**src/rtl/pps_defs.svh**
```systemverilog
// Constants of the port power supervisor: offsets, fields, resets, times.
// Assumes a 10 MHz system clock and byte addresses on the APB side.
`ifndef PPS_DEFS_SVH
`define PPS_DEFS_SVH
`define PPS_CLK_NS      100
`define PPS_TICK_NS     1000
`define PPS_TRIP_MS     60
`define PPS_TRIP_STEP   20'd16
`define PPS_INRUSH_MS   60
`define PPS_CLAMP_US    1700
`define PPS_FETBAD_US   180
`define PPS_A_CTRL      8'h00
`define PPS_A_CLAMP     8'h04
`define PPS_A_STAT      8'h08
`define PPS_A_TRIP      8'h0c
`define PPS_C_ON        0
`define PPS_C_OFF       1
`define PPS_C_PRST      2
`define PPS_C_STALONE   3
`define PPS_C_SEMI      4
`define PPS_C_HPWR      5
`define PPS_C_QTR       6
`define PPS_C_FOLD      7
`define PPS_S_F_INR     2
`define PPS_S_F_TRIP    3
`define PPS_S_F_CLMP    4
`define PPS_CTRL_RST    5'h00
`define PPS_MULT_RST    4'h0
`define PPS_FORCE_HALF  8'h00
`define PPS_FORCE_QTR   8'h80
`define PPS_CLASS4      3'h4
`endif

```
**src/rtl/pps_pkg.sv**
```systemverilog
// Types shared by the port power supervisor.
// Constants live in pps_defs.svh.
package pps_pkg;
  typedef enum logic [3:0] {
    PPS_OFF    = 4'b0001,
    PPS_INRUSH = 4'b0010,
    PPS_ON     = 4'b0100,
    PPS_BAD    = 4'b1000
  } pps_state_e;
  typedef logic [7:0] pps_code_t;
endpackage

```
**src/rtl/pps_supervisor.sv**
```systemverilog
// Port power-switch supervisor: inrush, trip, clamp and failed-transistor
// control of one port, with an APB register slave.
// Assumes comparator pins from the analog front end and class strobes
// from a classification engine on the same clock.
//
// Contract
// - Standalone invalid 4-then-0..3 class: restart detection
// - Standalone otherwise powers any detected device
// - Status keeps last class and second-pulse flag
// - Turn-on ramps gate, inrush limit, inrush timer
// - Inrush expiry with overcurrent: off, inrush fault
// - Trip-only overcurrent counts trip timer, no limit
// - Trip timer counts down at one sixteenth
// - Trip timer at 60 ms: off, trip fault
// - Clamp limiter always active
// - Clamp timer only with nonzero multiplier
// - Clamp timer at 1.7 ms times multiplier: off
// - Zero multiplier: trip timer counts clamp events
// - Inrush forces 425 mA clamp, then programmed
// - Port off returns clamp setting to 425 mA
// - 425 mA code is 00 or 80 by resistor
// - Per-port two-stage foldback on low output voltage
// - Abnormal voltage over 180 us: port disabled, fault
// - Port reset clears fault; only this port affected
// - Open transistor gives inrush fault, not failed-transistor
// - Semi-auto high-power on without good detect: fault
//
// Register access over APB and the placing of the registers were decided locally.
`timescale 1ns/1ns
`include "pps_defs.svh"
module pps_supervisor
  import pps_pkg::*;
#(
  parameter int TRIP_US   = `PPS_TRIP_MS * 1000,
  parameter int INRUSH_US = `PPS_INRUSH_MS * 1000
) (
  input  wire logic        clk_sys_i,
  input  wire logic        rst_b_i,
  input  wire logic        psel_i,
  input  wire logic        penable_i,
  input  wire logic        pwrite_i,
  input  wire logic [7:0]  paddr_i,
  input  wire logic [31:0] pwdata_i,
  output logic      [31:0] prdata_o,
  output logic             pready_o,
  output logic             pslverr_o,
  input  wire logic        over_inrush_i,
  input  wire logic        over_trip_i,
  input  wire logic        at_clamp_i,
  input  wire logic        out_low1_i,
  input  wire logic        out_low2_i,
  input  wire logic        fet_abnormal_i,
  input  wire logic        detect_good_i,
  input  wire logic        class_done_i,
  input  wire logic        class_second_i,
  input  wire logic [2:0]  class_code_i,
  output logic             gate_en_o,
  output logic             inrush_limit_o,
  output logic             gate_weak_pd_o,
  output logic [7:0]       clamp_code_o,
  output logic [1:0]       foldback_o,
  output logic             restart_detect_o
);
  localparam int          TICK_DIV   = `PPS_TICK_NS / `PPS_CLK_NS;
  localparam logic [19:0] TRIP_LIM   = 20'(TRIP_US * 16);
  localparam logic [19:0] INRUSH_LIM = 20'(INRUSH_US);
  localparam logic [7:0]  FET_LIM    = 8'(`PPS_FETBAD_US);

  function automatic pps_code_t forced_code(input logic qtr);
    forced_code = qtr ? `PPS_FORCE_QTR : `PPS_FORCE_HALF;
  endfunction

  function automatic logic [14:0] clamp_lim(input logic [3:0] m);
    clamp_lim = 15'(`PPS_CLAMP_US) * {11'h000, m};
  endfunction

  pps_state_e  state;
  pps_state_e  next_state;
  logic        tick;
  logic [5:0]  pins;
  logic [4:0]  ctrl;
  pps_code_t   clamp_prog;
  logic [3:0]  mult;
  logic [2:0]  class_last;
  logic        hp_ran;
  logic        f_inr;
  logic        f_trip;
  logic        f_clmp;
  logic        f_bad;
  logic [19:0] trip_cnt;
  logic [14:0] clamp_cnt;
  logic [19:0] inrush_cnt;
  logic [7:0]  fet_cnt;
  logic        set_inr;
  logic        set_trip;
  logic        set_clmp;
  logic        set_bad;
  logic        restart;

  // Over-current and voltage comparators are asynchronous to this clock
  pps_sync #(.W(6)) u_sync (
    .clk_sys_i (clk_sys_i),
    .rst_b_i   (rst_b_i),
    .d_i       ({fet_abnormal_i, out_low2_i, out_low1_i,
                 at_clamp_i, over_trip_i, over_inrush_i}),
    .q_o       (pins)
  );

  pps_tick #(.DIV(TICK_DIV)) u_tick (
    .clk_sys_i (clk_sys_i),
    .rst_b_i   (rst_b_i),
    .tick_o    (tick)
  );

  wire ov_inr  = pins[0];
  wire ov_trip = pins[1];
  wire at_clmp = pins[2];
  wire v_low1  = pins[3];
  wire v_low2  = pins[4];
  wire fet_abn = pins[5];

  wire stalone = ctrl[`PPS_C_STALONE - 3];
  wire semi    = ctrl[`PPS_C_SEMI - 3];
  wire hpwr    = ctrl[`PPS_C_HPWR - 3];
  wire qtr     = ctrl[`PPS_C_QTR - 3];
  wire fold_en = ctrl[`PPS_C_FOLD - 3];

  // APB decode; one wait state, write acts at the edge with pready high
  wire acc     = psel_i & penable_i;
  wire done    = acc & pready_o;
  wire wr      = done & pwrite_i;
  wire a_ctrl  = (paddr_i == `PPS_A_CTRL);
  wire a_clamp = (paddr_i == `PPS_A_CLAMP);
  wire a_stat  = (paddr_i == `PPS_A_STAT);
  wire a_trip  = (paddr_i == `PPS_A_TRIP);
  wire mapped  = a_ctrl | a_clamp | a_stat | a_trip;
  wire wr_ctrl = wr & a_ctrl;
  wire cmd_on  = wr_ctrl & pwdata_i[`PPS_C_ON];
  wire cmd_off = wr_ctrl & pwdata_i[`PPS_C_OFF];
  wire prst    = wr_ctrl & pwdata_i[`PPS_C_PRST];
  wire clr_inr = wr & a_stat & pwdata_i[`PPS_S_F_INR];
  wire clr_trp = wr & a_stat & pwdata_i[`PPS_S_F_TRIP];
  wire clr_clm = wr & a_stat & pwdata_i[`PPS_S_F_CLMP];

  wire st_on   = (state == PPS_ON);
  wire st_inr  = (state == PPS_INRUSH);
  wire [31:0] rd_data =
    a_ctrl  ? {24'h000000, ctrl, 3'b000} :
    a_clamp ? {20'h00000, mult, clamp_prog} :
    a_stat  ? {21'h000000, class_last, detect_good_i, hp_ran, f_bad,
               f_clmp, f_trip, f_inr, st_inr, st_on} :
    a_trip  ? {12'h000, trip_cnt} : 32'h00000000;

  // Standalone class outcome
  wire cls4     = (class_code_i == `PPS_CLASS4);
  wire cls_bad  = class_done_i & class_second_i & ~cls4;
  wire cls_wait = class_done_i & ~class_second_i & cls4 & hpwr;
  wire auto_on  = stalone & class_done_i & ~cls_bad & ~cls_wait;
  wire go_on    = cmd_on | auto_on;
  wire refuse   = semi & hpwr & ~detect_good_i;

  // zero multiplier routes clamp events to trip timer
  wire clamp_tmr = (mult != 4'h0);
  wire trip_over = ov_trip | (at_clmp & ~clamp_tmr);
  wire trip_exp  = (trip_cnt >= TRIP_LIM);
  wire clamp_exp = clamp_tmr & (clamp_cnt >= clamp_lim(mult));
  wire inr_exp   = (inrush_cnt >= INRUSH_LIM);
  wire fet_exp   = (fet_cnt > FET_LIM);
  wire powered   = (next_state == PPS_ON) | (next_state == PPS_INRUSH);

  always_comb begin
    next_state = state;
    set_inr    = 1'b0;
    set_trip   = 1'b0;
    set_clmp   = 1'b0;
    set_bad    = 1'b0;
    restart    = 1'b0;
    if (prst) begin
      // port reset recovers a bad port
      next_state = PPS_OFF;
    end else if (fet_exp && state != PPS_BAD) begin
      next_state = PPS_BAD;
      set_bad    = 1'b1;
    end else begin
      case (state)
        PPS_OFF: begin
          if (stalone && cls_bad) begin
            restart = 1'b1;
          end
          // semi-auto high power needs good detect
          if (cmd_on && refuse) begin
            set_inr = 1'b1;
          end else if (go_on) begin
            next_state = PPS_INRUSH;
          end
        end
        PPS_INRUSH: begin
          if (cmd_off) begin
            next_state = PPS_OFF;
          end else if (inr_exp) begin
            // still over inrush level at expiry
            // open transistor leaves output low, same fault
            if (ov_inr || v_low1) begin
              next_state = PPS_OFF;
              set_inr    = 1'b1;
            end else begin
              next_state = PPS_ON;
            end
          end
        end
        PPS_ON: begin
          if (cmd_off) begin
            next_state = PPS_OFF;
          end else if (trip_exp) begin
            next_state = PPS_OFF;
            set_trip   = 1'b1;
          end else if (clamp_exp) begin
            next_state = PPS_OFF;
            set_clmp   = 1'b1;
          end
        end
        PPS_BAD: begin
          next_state = PPS_BAD;
        end
        default: begin
          next_state = PPS_OFF;
        end
      endcase
    end
  end

  always_ff @(posedge clk_sys_i) begin
    if (!rst_b_i) begin
      state <= PPS_OFF;
    end else begin
      state <= next_state;
    end
  end

  // inrush timer runs for the whole inrush period
  always_ff @(posedge clk_sys_i) begin
    if (!rst_b_i || next_state != PPS_INRUSH) begin
      inrush_cnt <= 20'h00000;
    end else if (tick && !inr_exp) begin
      inrush_cnt <= inrush_cnt + 20'h00001;
    end
  end

  // trip-only overcurrent counts up by the fast step
  // below threshold counts down one per tick
  // cleared when off, floor at zero
  always_ff @(posedge clk_sys_i) begin
    if (!rst_b_i || !powered) begin
      trip_cnt <= 20'h00000;
    end else if (tick && st_on) begin
      if (trip_over) begin
        trip_cnt <= trip_cnt + `PPS_TRIP_STEP;
      end else if (trip_cnt != 20'h00000) begin
        trip_cnt <= trip_cnt - 20'h00001;
      end
    end
  end

  // clamp timer only with nonzero multiplier, while at clamp
  always_ff @(posedge clk_sys_i) begin
    if (!rst_b_i || !powered || !clamp_tmr || !at_clmp) begin
      clamp_cnt <= 15'h0000;
    end else if (tick && st_on && !clamp_exp) begin
      clamp_cnt <= clamp_cnt + 15'h0001;
    end
  end

  // Failed-transistor watch runs in every state but the bad one
  always_ff @(posedge clk_sys_i) begin
    if (!rst_b_i || !fet_abn || prst || state == PPS_BAD) begin
      fet_cnt <= 8'h00;
    end else if (tick && !fet_exp) begin
      fet_cnt <= fet_cnt + 8'h01;
    end
  end

  // Registers; hardware set wins over a software clear
  always_ff @(posedge clk_sys_i) begin
    if (!rst_b_i) begin
      ctrl       <= `PPS_CTRL_RST;
      mult       <= `PPS_MULT_RST;
      clamp_prog <= `PPS_FORCE_HALF;
      class_last <= 3'h0;
      hp_ran     <= 1'b0;
      f_inr      <= 1'b0;
      f_trip     <= 1'b0;
      f_clmp     <= 1'b0;
      f_bad      <= 1'b0;
    end else begin
      if (wr_ctrl) begin
        ctrl <= pwdata_i[7:3];
      end
      if (wr && a_clamp) begin
        mult <= pwdata_i[11:8];
      end
      // turning off restores the 425 mA code
      if (!powered && state != PPS_OFF) begin
        clamp_prog <= forced_code(qtr);
      end else if (wr && a_clamp) begin
        clamp_prog <= pwdata_i[7:0];
      end
      if (class_done_i) begin
        class_last <= class_code_i;
        hp_ran     <= class_second_i;
      end
      f_inr  <= set_inr | (f_inr & ~clr_inr & ~prst);
      f_trip <= set_trip | (f_trip & ~clr_trp & ~prst);
      f_clmp <= set_clmp | (f_clmp & ~clr_clm & ~prst);
      f_bad  <= set_bad | (f_bad & ~prst);
    end
  end

  // Outputs, all registered; all but foldback and restart from the next state
  always_ff @(posedge clk_sys_i) begin
    if (!rst_b_i) begin
      gate_en_o        <= 1'b0;
      inrush_limit_o   <= 1'b0;
      gate_weak_pd_o   <= 1'b0;
      clamp_code_o     <= `PPS_FORCE_HALF;
      foldback_o       <= 2'b00;
      restart_detect_o <= 1'b0;
    end else begin
      gate_en_o        <= powered;
      inrush_limit_o   <= (next_state == PPS_INRUSH);
      gate_weak_pd_o   <= (next_state == PPS_BAD);
      clamp_code_o     <= (next_state == PPS_ON) ? clamp_prog : forced_code(qtr);
      // two foldback stages from output voltage
      foldback_o       <= fold_en ? {v_low2, v_low1 & ~v_low2} : 2'b00;
      restart_detect_o <= restart;
    end
  end

  always_ff @(posedge clk_sys_i) begin
    if (!rst_b_i) begin
      pready_o  <= 1'b0;
      pslverr_o <= 1'b0;
      prdata_o  <= 32'h00000000;
    end else begin
      pready_o  <= acc & ~pready_o;
      pslverr_o <= acc & ~pready_o & ~mapped;
      prdata_o  <= (acc & ~pready_o & ~pwrite_i) ? rd_data : 32'h00000000;
    end
  end
endmodule

```
**src/rtl/pps_sync.sv**
```systemverilog
// Three-flop synchroniser for comparator pins.
// Output changes only once the second and third flops agree.
`timescale 1ns/1ns
module pps_sync #(
  parameter int W = 1
) (
  input  wire logic         clk_sys_i,
  input  wire logic         rst_b_i,
  input  wire logic [W-1:0] d_i,
  output logic      [W-1:0] q_o
);
  logic [W-1:0] s1;
  logic [W-1:0] s2;
  logic [W-1:0] s3;
  wire  [W-1:0] next_q = (s2 == s3) ? s3 : q_o;

  always_ff @(posedge clk_sys_i) begin
    if (!rst_b_i) begin
      s1  <= '0;
      s2  <= '0;
      s3  <= '0;
      q_o <= '0;
    end else begin
      s1  <= d_i;
      s2  <= s1;
      s3  <= s2;
      q_o <= next_q;
    end
  end
endmodule

```
**src/rtl/pps_tick.sv**
```systemverilog
// Divider giving a one-cycle enable pulse every DIV system clocks.
// All supervisor timers step on this single reference.
`timescale 1ns/1ns
module pps_tick #(
  parameter int DIV = 10
) (
  input  wire logic clk_sys_i,
  input  wire logic rst_b_i,
  output logic      tick_o
);
  logic [7:0] cnt;
  wire        wrap = (cnt == 8'(DIV - 1));

  always_ff @(posedge clk_sys_i) begin
    if (!rst_b_i) begin
      cnt    <= 8'h00;
      tick_o <= 1'b0;
    end else begin
      cnt    <= wrap ? 8'h00 : cnt + 8'h01;
      tick_o <= wrap;
    end
  end
endmodule

```
**config.mk**
```make
export PLATFORM = sky130hd
export DESIGN_NAME = pps_supervisor
export DESIGN_NICKNAME = d
export VERILOG_FILES = /design/src/rtl/pps_pkg.sv /design/src/rtl/pps_supervisor.sv /design/src/rtl/pps_sync.sv /design/src/rtl/pps_tick.sv
export VERILOG_INCLUDE_DIRS = /design/src /design/src/rtl
export SDC_FILE = /design/constraint.sdc
export NUM_CORES = 1
export LEC_CHECK = 0
export BUFFER_PORTS_ARGS = -buffer_cell sky130_fd_sc_hd__buf_2
export CAP_MARGIN = 20
export CORE_ASPECT_RATIO = 0.9
export CORE_MARGIN = 3
export CORE_UTILIZATION = 35
export DETAILED_ROUTE_END_ITERATION = 6
export GPL_ROUTABILITY_DRIVEN = 0
export HOLD_SLACK_MARGIN = 0.06
export SLEW_MARGIN = 20
export SYNTH_ARGS = -nofsm -noshare
export SYNTH_HDL_FRONTEND = slang
export SYNTH_HIERARCHICAL = 1
export SYNTH_SLANG_ARGS = --single-unit
```
**constraint.sdc**
```tcl
create_clock -name clk_sys_i -period 4.25 [get_ports clk_sys_i]
set_clock_uncertainty 0.15 [all_clocks]
set_input_delay 0.425 -clock clk_sys_i [delete_from_list [all_inputs] [get_ports clk_sys_i]]
set_output_delay 0.425 -clock clk_sys_i [all_outputs]
set_load 0.02 [all_outputs]
```
Yosys cells after proc, flatten, opt, wreduce, memory -nomap -nowiden. Cells that the tools add are included.

Word-level logic and storage cells: 201. Flip-flop bits (word level): 173. Output and inout bits: 48.

$add $sub $neg: 6. Bitwise gates (word level): 62. $mul: 1. Order comparisons: 4. Multiplexer cells: 42. Reduce and logical (&&, ||, !) cells: 38. Eq/ne operators: 16.

Operators by type and width (number): 20-bit 2-to-1 mux (2); 8-bit 2-to-1 mux (5); 12-bit 2-to-1 mux (3); 4-bit 2-to-1 mux (9); 1-bit AND (34); 8-bit by 4-bit == test with 1-bit output, second input constant (3); 20-bit by 1-bit adder with 20-bit output, second input constant (1); 20-bit by 5-bit adder with 20-bit output, second input constant (1); 20-bit by 16-bit >= comparator with 1-bit output, second input constant (1); 20-bit >= comparator, second input constant (1); 1-bit 2-to-1 mux (20); 20-bit nonzero test (1); 20-bit by 1-bit subtractor with 20-bit output, second input constant (1); 1-bit NOT (18); 8-bit by 1-bit adder with 8-bit output, second input constant (2); 4-bit case mux with 4 select lines (1); 15-bit by 1-bit adder with 15-bit output, second input constant (1); 15-bit >= comparator (1); 9-bit by 4-bit multiplier with 13-bit output, first input constant (1); 1-bit OR (10); 1-bit logical AND (9); 4-bit by 2-bit == test with 1-bit output, second input constant (2); 4-bit by 3-bit == test with 1-bit output, second input constant (2); 4-bit == test, second input constant (2); other kinds (21) (38).

Logic depth before layout (Yosys ltp). Gate-level depths: netlist of run 1.

Depth after elaboration: 18. Mapped depth: 19.

Hierarchy. The synthesis of run 1 kept the hierarchy.

By module, submodules not included: pps_supervisor (times used 1, area an instance 6676.4 um2, cells each 757, seq. area each 2562.5 um2); pps_sync (times used 1, area an instance 784.5 um2, cells each 71, seq. area each 480.5 um2); pps_tick (times used 1, area an instance 392.9 um2, cells each 40, seq. area each 180.2 um2).

Least setup slack after synthesis of run 1. Ideal clock, no wire load.

Path kind: register -> register. Start: reg mult[1]. End: reg clamp_cnt[11]. Stages on the path, launching flop included: 18. Data arrival time: 3589 ps. Setup slack: 396 ps. Period minus slack after synthesis: 3854 ps. Cell sequence: dfxtp_1 > ha_1 > ha_1 > ha_1 > a31oi_1 > nor2_1 > o21ai_0 > nand2b_1 > a21oi_1 > xor2_1 > ha_1 > nand4_1 > a311o_1 > a31oi_1 > clkbuf_1 > nor3_1 > xnor2_1 > nor2_1.

Cells in the longest elaborated chain, start to end: 15.

RTL lines: start, declared (RTL line pps_supervisor.sv:83) `logic [3:0] mult;`; start signal, assigned (RTL line pps_supervisor.sv:286) `` mult <= `PPS_MULT_RST; ``; start signal, assigned (RTL line pps_supervisor.sv:299) `mult <= pwdata_i[11:8];`; 9-bit by 4-bit multiplier with 13-bit output (RTL line pps_supervisor.sv:74) `` clamp_lim = 15'(`PPS_CLAMP_US) * {11'h000, m}; ``; 15-bit >= comparator (RTL line pps_supervisor.sv:166) `wire clamp_exp = clamp_tmr & (clamp_cnt >= clamp_lim(mult));`; 1-bit AND (RTL line pps_supervisor.sv:166); 4-bit 2-to-1 mux (RTL line pps_supervisor.sv:217) `end else if (clamp_exp) begin`; 4-bit 2-to-1 mux (RTL line pps_supervisor.sv:214) `end else if (trip_exp) begin`; 4-bit 2-to-1 mux (RTL line pps_supervisor.sv:212) `if (cmd_off) begin`; 4-bit case mux with 4 select lines (RTL line pps_supervisor.sv:185) `case (state)`; 4-bit 2-to-1 mux (RTL line pps_supervisor.sv:181) `end else if (fet_exp && state != PPS_BAD) begin`; 4-bit 2-to-1 mux (RTL line pps_supervisor.sv:178) `if (prst) begin`; 4-bit by 3-bit == test with 1-bit output or 4-bit by 2-bit == test with 1-bit output (tied branches) (RTL line pps_supervisor.sv:169) `wire powered = (next_state == PPS_ON) | (next_state == PPS_INRUSH);`; 1-bit OR (RTL line pps_supervisor.sv:169); 1-bit zero test (RTL line pps_supervisor.sv:266) `if (!rst_b_i || !powered || !clamp_tmr || !at_clmp) begin`; 1-bit logical OR (3 in series) (RTL line pps_supervisor.sv:266); end signal, assigned (RTL line pps_supervisor.sv:269) `clamp_cnt <= clamp_cnt + 15'h0001;`; end, declared (RTL line pps_supervisor.sv:91) `logic [14:0] clamp_cnt;`.

Parallel ways exist; a longest one is shown, timed or not. A chain may end at the register's enable or synchronous reset.

Final worst setup path of run 1.
Start: reg mult[3]. End: reg clamp_cnt[7].

The elaborated chain is that of the path after synthesis.

==> results of run 1 <==
## flip-flops by register name (all words and copies together), names as in the netlist, 8 cells and up
| signal | flops |
|---|---|
| clamp_cnt | 15 |
| clamp_code_o | 8 |
| clamp_prog | 8 |
| fet_cnt | 8 |
| inrush_cnt | 20 |
| prdata_o | 20 |
| trip_cnt | 20 |
| u_tick/cnt | 8 |
## cells in the final DEF, fill, tap and decap left out, types with 17 or more instances in the layout
cell       instances
dfxtp_1          160
nor2_1           112
buf_2             72
nand2_1           61
and2_1            44
ha_1              42
a21oi_1           41
xnor2_1           40
mux2i_1           31
inv_1             30
nand3_1           28
xor2_1            23
nand4_1           22
o21ai_0           21
nor3_1            17
or3_1             17
clkbuf_16         17
## metal layers
layer | global-route usage (%) | part of all wire, %
met4 | 5.03 | 1.6
met3 | 2.92 | 4.6
met2 | 24.8 | 46
met5 | 0 | 0
met1 | 20.8 | 48
## how the worst min path moves through the flow
stage,from,to,cells after the start
6_report,pwdata_i[8],mult[0]$_SDFFE_PN0P_,3
2_1_floorplan,u_sync/s1[0]$_SDFF_PN0_,u_sync/s2[0]$_SDFF_PN0_,1
3_3_place_gp,u_sync/s1[4]$_SDFF_PN0_,u_sync/s2[4]$_SDFF_PN0_,1
4_1_cts,pwdata_i[8],mult[0]$_SDFFE_PN0P_,3
3_5_place_dp,u_sync/s1[1]$_SDFF_PN0_,u_sync/s2[1]$_SDFF_PN0_,1
5_1_grt,pwdata_i[8],mult[0]$_SDFFE_PN0P_,3
## area by class of cell
| class | instances | area share, % |
|---|---|---|
| well taps | 291 | 3.95 |
| clock buffers | 19 | 4.92 |
| multi-input cells | 642 | 46.9 |
| inverters | 33 | 1.37 |
| clock inverters | 13 | 2.01 |
| flip-flops and latches | 161 | 35.0 |
| repair buffers | 94 | 5.87 |
## power breakdown
part	internal (mW)	switching (mW)
clock network	0.980	0.679
logic	0.0485	0.0720
registers	1.52	0.00862
total	2.55	0.759
## logic make-up after synthesis
family / synth area share [%]
AO/OA/AOI/OAI: 10.4
adder cells (fa/ha/maj): 6.95
other: 0.0477
flip-flops: 41.0
multiplexers: 5.56
buffers and inverters: 4.72
XOR/XNOR: 7.03
AND/OR/NAND/NOR: 24.2
## worst max-delay path, cell delays in order (launching register included)
cell and delay, ns:
dfxtp_1 0.39, ha_1 0.28, ha_1 0.28, ha_1 0.33
a31oi_1 0.17, nor2_1 0.07, o21ai_0 0.16, nand2b_1 0.08
a21oi_1 0.17, xor2_1 0.09, ha_1 0.34, nand4_1 0.14
a311o_1 0.31, nand3_1 0.17, a211oi_4 0.09, buf_4 0.17
nor2_4 0.31, nor3_1 0.11
## stage by stage
stage	hold slack (ns)	util (%)	worst slack, ns
2_1_floorplan	0.262	-	0.396
5_1_grt	0.107	42.2	0.0191
4_1_cts	0.0665	42.1	0.212
3_5_place_dp	0.272	38.9	0.253
6_report	0.0784	42.2	0.314
3_3_place_gp	0.268	38.9	0.279
## repair_timing
action                                  CTS  global route
hold endpoints to repair                  6             0
buffers inserted                          0             2
endpoints found under the setup margin    0            51
hold buffers                              6             0
gates resized for setup                   0             3
==> results.py, run 1 <==
metrics = {
    "run_status": {
        "status": "finished clean",
    },
    "synth": {
        "synth_top_area_share_pct": 41.0,
        "yosysMostFrequentCell": "dfxtp_1",
        "synth_area_leader_cell": "dfxtp_1",
        "synth.avg_cell_area_sq_um": 9.05,
        "synth_warnings": 6,
        "synthDistinctLibCells": 78,
        "synth_edf_count": 0,
        "synthArstFlopShare_pct": 0,
        "ys_ff_latch": 161,
        "ys.flop_type": "dfxtp_1",
        "ys_top_cells_by_count": "dfxtp_1 (161), nor2_1 (112), nand2_1 (61)",
        "yosys-top-cells-area": "dfxtp_1 (41%), ha_1 (6.7%), nor2_1 (5.4%)",
        "yosysSeqAreaShare_pct": 41.0,
        "syn_inst": 868,
        "synth_area_sq_um": 7850,
    },
    "cts": {
        "htreeDepth": 4,
        "cts_root_buffer": "clkbuf_16",
        "clkSinkCount": 161,
        "cts_tree": "done",
        "cts_buffer_depth": 2,
        "clk_latency_ns": 0.43,
        "clk_pin_slew_ns": 0.07,
        "cts_buffers": 17,
    },
    "floorplanning": {
        "core_sq_um": 21800,
        "core.rowCount": 51,
        "die_y_microns": 148,
        "io_pins": 105,
        "start_util_pct": 36.0,
        "die_w_microns": 164,
        "fp.dieArea_sq_um": 24300,
    },
    "timing": {
        "rsz0062_at_grt": "false",
        "tightest_slew_ns": 0.922,
        "slew_headroom_pct": 38.3,
        "setup_viol": 0,
        "finalHoldViolCount": 0,
        "fin_crit_ns": 3.94,
        "final.setup.tns_ns": 0,
        "fmax_mhz": 254,
        "period_share_pct": 92.6,
        "slew_violations": 0,
    },
    "critical_path": {
        "path_max_fanout": 12,
        "cp.arrival_ns": 4.09,
        "worst_r2r_path_depth": 17,
        "required_ns": 4.40,
        "cp-end-kind": "flip-flop",
        "endpoint": "clamp_cnt[7]$_SDFFE_PP0P_",
        "worst-setup-path-type": "flip-flop to flip-flop",
        "rr_endpoint": "clamp_cnt[7]$_SDFFE_PP0P_",
        "rr_startpoint": "mult[3]$_SDFFE_PN0P_",
        "crit_start": "mult[3]$_SDFFE_PN0P_",
        "r2r_slack_ns": 0.31,
        "startpoint_type": "flip-flop",
    },
    "cells_and_area": {
        "syn_to_final_growth_pct": 17.3,
        "regArea_sq_um": 3220,
        "nets": 1049,
        "multi_input_area_sq_um": 4320,
        "insertedDiodeCount": 0,
        "stdcell_count": 1253,
        "nFillCells": 2168,
        "drive_gt1_share_pct": 16.1,
        "design_area_sq_um": 9210,
    },
    "routing": {
        "dr.pass1.iters": 5,
        "via_per_inst": 5.00,
        "vias": 6261,
        "routedWlPerCell_microns": 14.8,
        "drt-initial-drc-count": 395,
        "ant_nets": 0,
        "post-route-drc-count": 0,
        "postRouteWirelength_mm": 18.6,
    },
    "pwr": {
        "p_leak_nw": 3.78,
        "ir_drop_v": 0.000239,
        "totalPowerFinal_mw": 3.31,
        "p_per_area_nw_per_um2": 359,
    },
    "place": {
        "post_dp_cell_area_sq_um": 8480,
        "dp_cells": 1212,
        "hpwl_mm": 13.4,
        "io_buffers": 72,
    },
    "flow_run": {
        "drv_cap": 0,
    },
    "global_route": {
        "gr-usage-all-layers_pct": 15.4,
        "grt_start_max_net_pins": 29,
        "grt-ovfl-total": 0,
        "grt_pass1_vias": 5868,
        "grt_pass1_wl_mm": 29.8,
        "antenna_found_initial": 0,
    },
    "min_path": {
        "hp-class": "primary input to flip-flop",
    },
}
Note: power is estimated with default switching activity, not from simulation.
==> run 2, diff against run 1 <==
==> constraint.sdc (replaced) <==
create_clock -name clk_sys_i -period 4.6 [get_ports clk_sys_i]
set_clock_uncertainty 0.15 [all_clocks]
set_input_delay 0.46 -clock clk_sys_i [delete_from_list [all_inputs] [get_ports clk_sys_i]]
set_output_delay 0.46 -clock clk_sys_i [all_outputs]
set_load 0.02 [all_outputs]
==> run 2 against run 1 <==
  * Die area unchanged
  * Combinational power down 12%
  * Total power down 13%
  * Register-to-register slack better by 0.12 ns
  * Maximum frequency down 5.5%
  * Critical path depth down 1
  * Final cell count down 1.3%
  * Non-clock buffer count down 15
  * Final area down 2.2%
  * Sequential cell count unchanged
  * Routed wire length down 3.2%
  * Critical path type unchanged
  * Largest power group is now registers
==> results.py, run 2 (synthesis gave the netlist of run 1 again) <==
metrics = {
    "cells_and_area": {
        "mostFrequentLayoutCells": "dfxtp_1 (161), nor2_1 (112), buf_2 (72)",
        "insertedDiodeCount": 0,
        "drive_gt1_share_pct": 15.2,
        "syn_to_final_growth_pct": 14.7,
        "nets": 1033,
        "final_common_cell": "dfxtp_1",
        "post-route-util_pct": 41.3,
        "reg_top3": "inrush_cnt (20), prdata_o (20), trip_cnt (20)",
    },
    "routing": {
        "ant_nets": 0,
        "via_per_inst": 4.93,
        "drt-initial-drc-count": 448,
        "postRouteWirelength_mm": 18.0,
        "routedWlPerCell_microns": 14.5,
        "vias": 6101,
        "dr.pass1.iters": 5,
        "post-route-drc-count": 0,
    },
    "min_path": {
        "hp-class": "primary input to flip-flop",
    },
    "timing": {
        "fin_crit_ns": 4.16,
        "finalHoldViolCount": 0,
        "slew_violations": 0,
        "tightest_slew_ns": 0.905,
        "slew_headroom_pct": 39.1,
        "final.setup.tns_ns": 0,
        "rsz0062_at_grt": "false",
        "fmax_mhz": 240,
        "setup_viol": 0,
        "period_share_pct": 90.5,
    },
    "critical_path": {
        "cpPeakStageDelay_ns": 0.55,
        "startpoint_type": "flip-flop",
        "cp.arrival_ns": 4.30,
        "path_max_fanout": 8,
        "cp-end-kind": "flip-flop",
        "worst-setup-path-type": "flip-flop to flip-flop",
        "crit_slowest_cell": "o21ai_1",
        "cpMostUsedCell": "ha_1",
        "path_cells": "ha_1 -> ha_1 -> ha_1 -> a31oi_1 -> nor2_1 -> o21ai_0 -> nand2b_1 -> a21oi_1 -> xor2_1 -> ha_1 -> nand4_1 -> a311o_1 -> nand3_1 -> a21oi_2 -> o21ai_1 -> nor2_1",
        "required_ns": 4.73,
    },
    "floorplanning": {
        "die_w_microns": 164,
        "io_pins": 105,
        "fp.dieArea_sq_um": 24300,
        "core.rowCount": 51,
        "core_sq_um": 21800,
        "die_y_microns": 148,
        "start_util_pct": 36.0,
    },
    "cts": {
        "htreeDepth": 4,
        "cts_buffer_depth": 2,
        "clkSinkCount": 161,
        "post_cts_buffers": 0,
        "cts_root_buffer": "clkbuf_16",
        "cts_tree": "done",
        "clk_pin_slew_ns": 0.06,
        "cts_buffers": 17,
        "clk_latency_ns": 0.43,
    },
    "pwr": {
        "p_per_area_nw_per_um2": 321,
        "p_leak_nw": 3.68,
        "ir_drop_v": 0.000162,
    },
    "global_route": {
        "antenna_found_initial": 0,
        "grt_pass1_vias": 5653,
        "grt-ovfl-total": 0,
        "grt_start_max_net_pins": 39,
        "grt_pass1_wl_mm": 29.1,
        "gr-usage-all-layers_pct": 15.0,
    },
    "place": {
        "io_buffers": 72,
        "hpwl_mm": 13.2,
    },
    "flow_run": {
        "drv_cap": 0,
    },
    "run_status": {
        "status": "finished clean",
    },
}
## run 2: changes by cell type in the layout (fill, tap and decap cells not counted), sizes merged
cell | before | now
clkinv | 1 | 6
bufinv | 3 | 0
clkinvlp | 2 | 1
inv | 40 | 39
buf | 88 | 79
nor2 | 114 | 113
dlygate4sd3 | 6 | 0
## run 2: layer usage
layer  share of wire [%]  GRT usage, %  up-vias
li1                    -             -     3133
met1                  49          21.6     2793
met2                  44          22.4      156
met3                 5.4          3.17       19
met4                 1.6          4.86        0
met5                   0             0        -
## run 2: layout make-up
type | count | area [sq um]
timing repair buffer | 79 | 413
multi-input combinational | 641 | 4310
tap | 291 | 364
clock buffer | 19 | 453
fill | 2187 | 12800
clock inverter | 13 | 120
inverter | 33 | 126
sequential | 161 | 3220
## run 2: worst max-delay path, delay by kind of cell, from the launching register on
family,cells,cell delay [ns]
AOI/OAI and AO/OA,6,1.45
xor gates and xnor gates,1,0.10
DFF,1,0.49
adders and majority gates,4,1.25
and+or+nand+nor,5,0.57
## run 2: through the flow
| step | total power, mW | instances | setup WS [ns] | hold WS (ns) | cell area [sq um] |
|---|---|---|---|---|---|
| global route | 2.99 | 1237 | 0.0207 | 0.0752 | 9000 |
| floorplan | 1.52 | 879 | 0.746 | 0.262 | 7900 |
| finish | 2.89 | 1237 | 0.436 | 0.0894 | 9000 |
| detailed placement | 1.55 | 1205 | 0.390 | 0.267 | 8430 |
| CTS | 2.92 | 1237 | 0.377 | 0.0707 | 9000 |
| global placement | 1.55 | 1205 | 0.423 | 0.268 | 8430 |
## run 2: worst paths after layout
check	start	to	slack [ns]	depth (start not counted)
worst min register to register	u_sync/s1[5]$_SDFF_PN0_	u_sync/s2[5]$_SDFF_PN0_	0.28	1
worst min-delay path	over_inrush_i	u_sync/s1[0]$_SDFF_PN0_	0.09	2
worst max register to register	mult[1]$_SDFFE_PN0P_	clamp_prog[4]$_SDFFE_PN0P_	0.44	16
worst max-delay path	mult[1]$_SDFFE_PN0P_	clamp_prog[4]$_SDFFE_PN0P_	0.44	16
## run 2: where the power goes
| group | internal, mW | switching (mW) | total [mW] |
|---|---|---|---|
| Clock | 0.741 | 0.627 | 1.37 |
| Sequential | 1.41 | 0.00761 | 1.41 |
| Combinational | 0.0405 | 0.0654 | 0.106 |
## run 2: repair_timing
item                                    in CTS  in global routing
endpoints found under the setup margin       0                  1
hold buffers                                 0                  0
gates resized for setup                      0                  1
==> run 3, diff against run 2 <==
--- a/config.mk
+++ b/config.mk
@@ -11,10 +11,10 @@
 export CORE_ASPECT_RATIO = 0.9
 export CORE_MARGIN = 3
 export CORE_UTILIZATION = 35
+export CTS_BUF_LIST = sky130_fd_sc_hd__clkbuf_4
 export DETAILED_ROUTE_END_ITERATION = 6
 export GPL_ROUTABILITY_DRIVEN = 0
 export HOLD_SLACK_MARGIN = 0.06
-export SLEW_MARGIN = 20
 export SYNTH_ARGS = -nofsm -noshare
 export SYNTH_HDL_FRONTEND = slang
 export SYNTH_HIERARCHICAL = 1
==> run 3 against run 2 <==
  * Non-clock buffer count increased by 28
  * Final area decreased by 0.39%
  * First-iteration DRC count decreased by 2.0%
  * Sequential share of layout area increased by 0.14 points
  * Utilization decreased by 0.16 points
  * Largest power group unchanged
==> results.py, run 3 (synthesis gave the netlist of run 1 again) <==
metrics = {
    "timing": {
        "finalHoldViolCount": 0,
        "fin_ws_ns": 0.437,
        "period_share_pct": 90.5,
        "final.setup.tns_ns": 0,
        "rsz0062_at_grt": "false",
        "slew_violations": 0,
        "setup_viol": 0,
        "slew_headroom_pct": 38.8,
        "tightest_slew_ns": 0.910,
        "fin_crit_ns": 4.16,
        "fmax_mhz": 240,
    },
    "floorplanning": {
        "fp.dieArea_sq_um": 24300,
        "core_sq_um": 21800,
        "start_util_pct": 36.0,
        "die_y_microns": 148,
        "die_w_microns": 164,
        "core.rowCount": 51,
        "io_pins": 105,
    },
    "place": {
        "dp_slack_ns": 0.390,
        "hpwl_mm": 13.2,
        "io_buffers": 72,
    },
    "critical_path": {
        "required_ns": 4.95,
        "startpoint_type": "flip-flop",
        "rr_startpoint": "mult[1]$_SDFFE_PN0P_",
        "r2r_slack_ns": 0.44,
        "crit_buf_inv": 0,
        "cp.arrival_ns": 4.51,
        "cpPeakStageDelay_ns": 0.51,
        "cpLargestDelayFamily": "adder cells",
        "path_max_fanout": 23,
        "cp-end-kind": "flip-flop",
        "cpMostUsedCell": "ha_1",
        "worst-setup-path-type": "flip-flop to flip-flop",
        "worst_r2r_path_depth": 17,
        "crit_slowest_cell": "dfxtp_1",
        "path_cells": "ha_1 -> ha_1 -> ha_1 -> a31oi_1 -> nor2_1 -> o21ai_0 -> nand2b_1 -> a21oi_1 -> xor2_1 -> ha_1 -> nand2_1 -> nor2_1 -> a211oi_1 -> nand3_1 -> a211oi_4 -> nor2_4 -> nor3_1",
        "rr_endpoint": "clamp_cnt[7]$_SDFFE_PP0P_",
    },
    "pwr": {
        "ir_drop_v": 0.000135,
        "p_per_area_nw_per_um2": 258,
        "p_leak_nw": 3.65,
    },
    "global_route": {
        "gr-usage-all-layers_pct": 15.0,
        "grt_pass1_vias": 5690,
        "grt_pass1_wl_mm": 29.1,
        "grt-ovfl-total": 0,
        "grt_start_max_net_pins": 39,
        "antenna_found_initial": 1,
    },
    "routing": {
        "drt-initial-drc-count": 439,
        "wl_met2_mm": 7.97,
        "dr.pass1.iters": 7,
        "wl_met3_microns": 878,
        "via_per_inst": 4.89,
        "vias": 6192,
        "postRouteWirelength_mm": 18.0,
        "post-route-drc-count": 0,
        "ant_nets": 0,
        "routedWlPerCell_microns": 14.2,
        "dr.max_layer_used": "met4",
        "wl_met1_mm": 8.89,
    },
    "cells_and_area": {
        "reg_top3": "inrush_cnt (20), prdata_o (20), trip_cnt (20)",
        "nets": 1061,
        "syn_to_final_growth_pct": 14.2,
        "mostFrequentLayoutCells": "dfxtp_1 (161), nor2_1 (112), buf_2 (72)",
        "drive_gt1_share_pct": 14.6,
        "final_common_cell": "dfxtp_1",
        "post-route-util_pct": 41.1,
    },
    "cts": {
        "htreeDepth": 4,
        "post_cts_buffers": 0,
        "clk_latency_ns": 0.57,
        "clkSinkCount": 161,
        "cts_buffers": 17,
        "cts_tree": "done",
        "cts_root_buffer": "clkbuf_4",
        "cts_buffer_depth": 2,
        "clk_pin_slew_ns": 0.14,
    },
    "flow_run": {
        "drv_cap": 0,
    },
    "min_path": {
        "hold_path_end": "class_last[0]$_SDFFE_PN0P_",
        "worstHoldStart": "class_done_i",
        "holdPathStages": 3,
        "hp-class": "primary input to flip-flop",
    },
    "run_status": {
        "status": "finished clean",
    },
}
==> run 3: where the power goes <==
part           switching [mW]  internal (mW)  total (mW)
clock network           0.547          0.231       0.779
registers             0.00756           1.41        1.41
logic                  0.0683         0.0551       0.123
total                   0.623           1.69        2.32
==> run 3: worst register-to-register path, delay by kind of cell (launching register included) <==
| kind | cells | cell delay [ns] |
|---|---|---|
| AO/OA/AOI/OAI | 5 | 1.15 |
| XOR/XNOR | 1 | 0.18 |
| adder cells (fa/ha/maj) | 4 | 1.22 |
| flip-flops | 1 | 0.51 |
| AND/OR/NAND/NOR | 7 | 0.90 |
==> run 3: how the worst max path moves through the flow <==
| stage | from | end | slack, ns | depth (start not counted) |
|---|---|---|---|---|
| 4_1_cts | mult[1]$_SDFFE_PN0P_ | clamp_prog[3]$_SDFFE_PN0P_ | 0.36 | 17 |
| 3_5_place_dp | mult[1]$_SDFFE_PN0P_ | clamp_prog[3]$_SDFFE_PN0P_ | 0.39 | 17 |
| 2_1_floorplan | mult[1]$_SDFFE_PN0P_ | clamp_cnt[11]$_SDFFE_PP0P_ | 0.75 | 17 |
| 3_3_place_gp | mult[1]$_SDFFE_PN0P_ | clamp_prog[5]$_SDFFE_PN0P_ | 0.42 | 16 |
| 5_1_grt | mult[1]$_SDFFE_PN0P_ | clamp_cnt[1]$_SDFFE_PP0P_ | 0.01 | 17 |
| 6_report | mult[1]$_SDFFE_PN0P_ | clamp_cnt[7]$_SDFFE_PP0P_ | 0.44 | 17 |
==> run 3: metrics by stage <==
stage,area [sq um],hold WS [ns],std cells,power [mW]
after floorplan,7900,0.262,879,1.52
after global placement,8430,0.268,1205,1.55
after detailed placement,8430,0.267,1205,1.55
after CTS,8960,0.0809,1265,2.35
after global routing,8970,0.0721,1266,2.43
final,8970,0.120,1266,2.32
==> run 3: what timing repair did <==
action,4_1_cts,5_1_grt
gates resized for setup,0,1
hold buffers,28,0
endpoints found under the setup margin,0,1
endpoints found under the hold margin,30,0
==> run 3: cell type report <==
type                       instances  area, sq um
multi-input combinational        641         4310
timing repair buffer             107          693
antenna                            1         2.50
tap                              291          364
inverter                          33          126
sequential                       161         3220
fill                            2200        12900
clock buffer                      17          128
clock inverter                    15          128
==> run 3: layer usage <==
layer,global-route usage [%],vias to the layer above
met5,0,-
met4,4.74,0
met3,2.98,15
met2,23.1,141
met1,21.2,2845
li1,-,3191
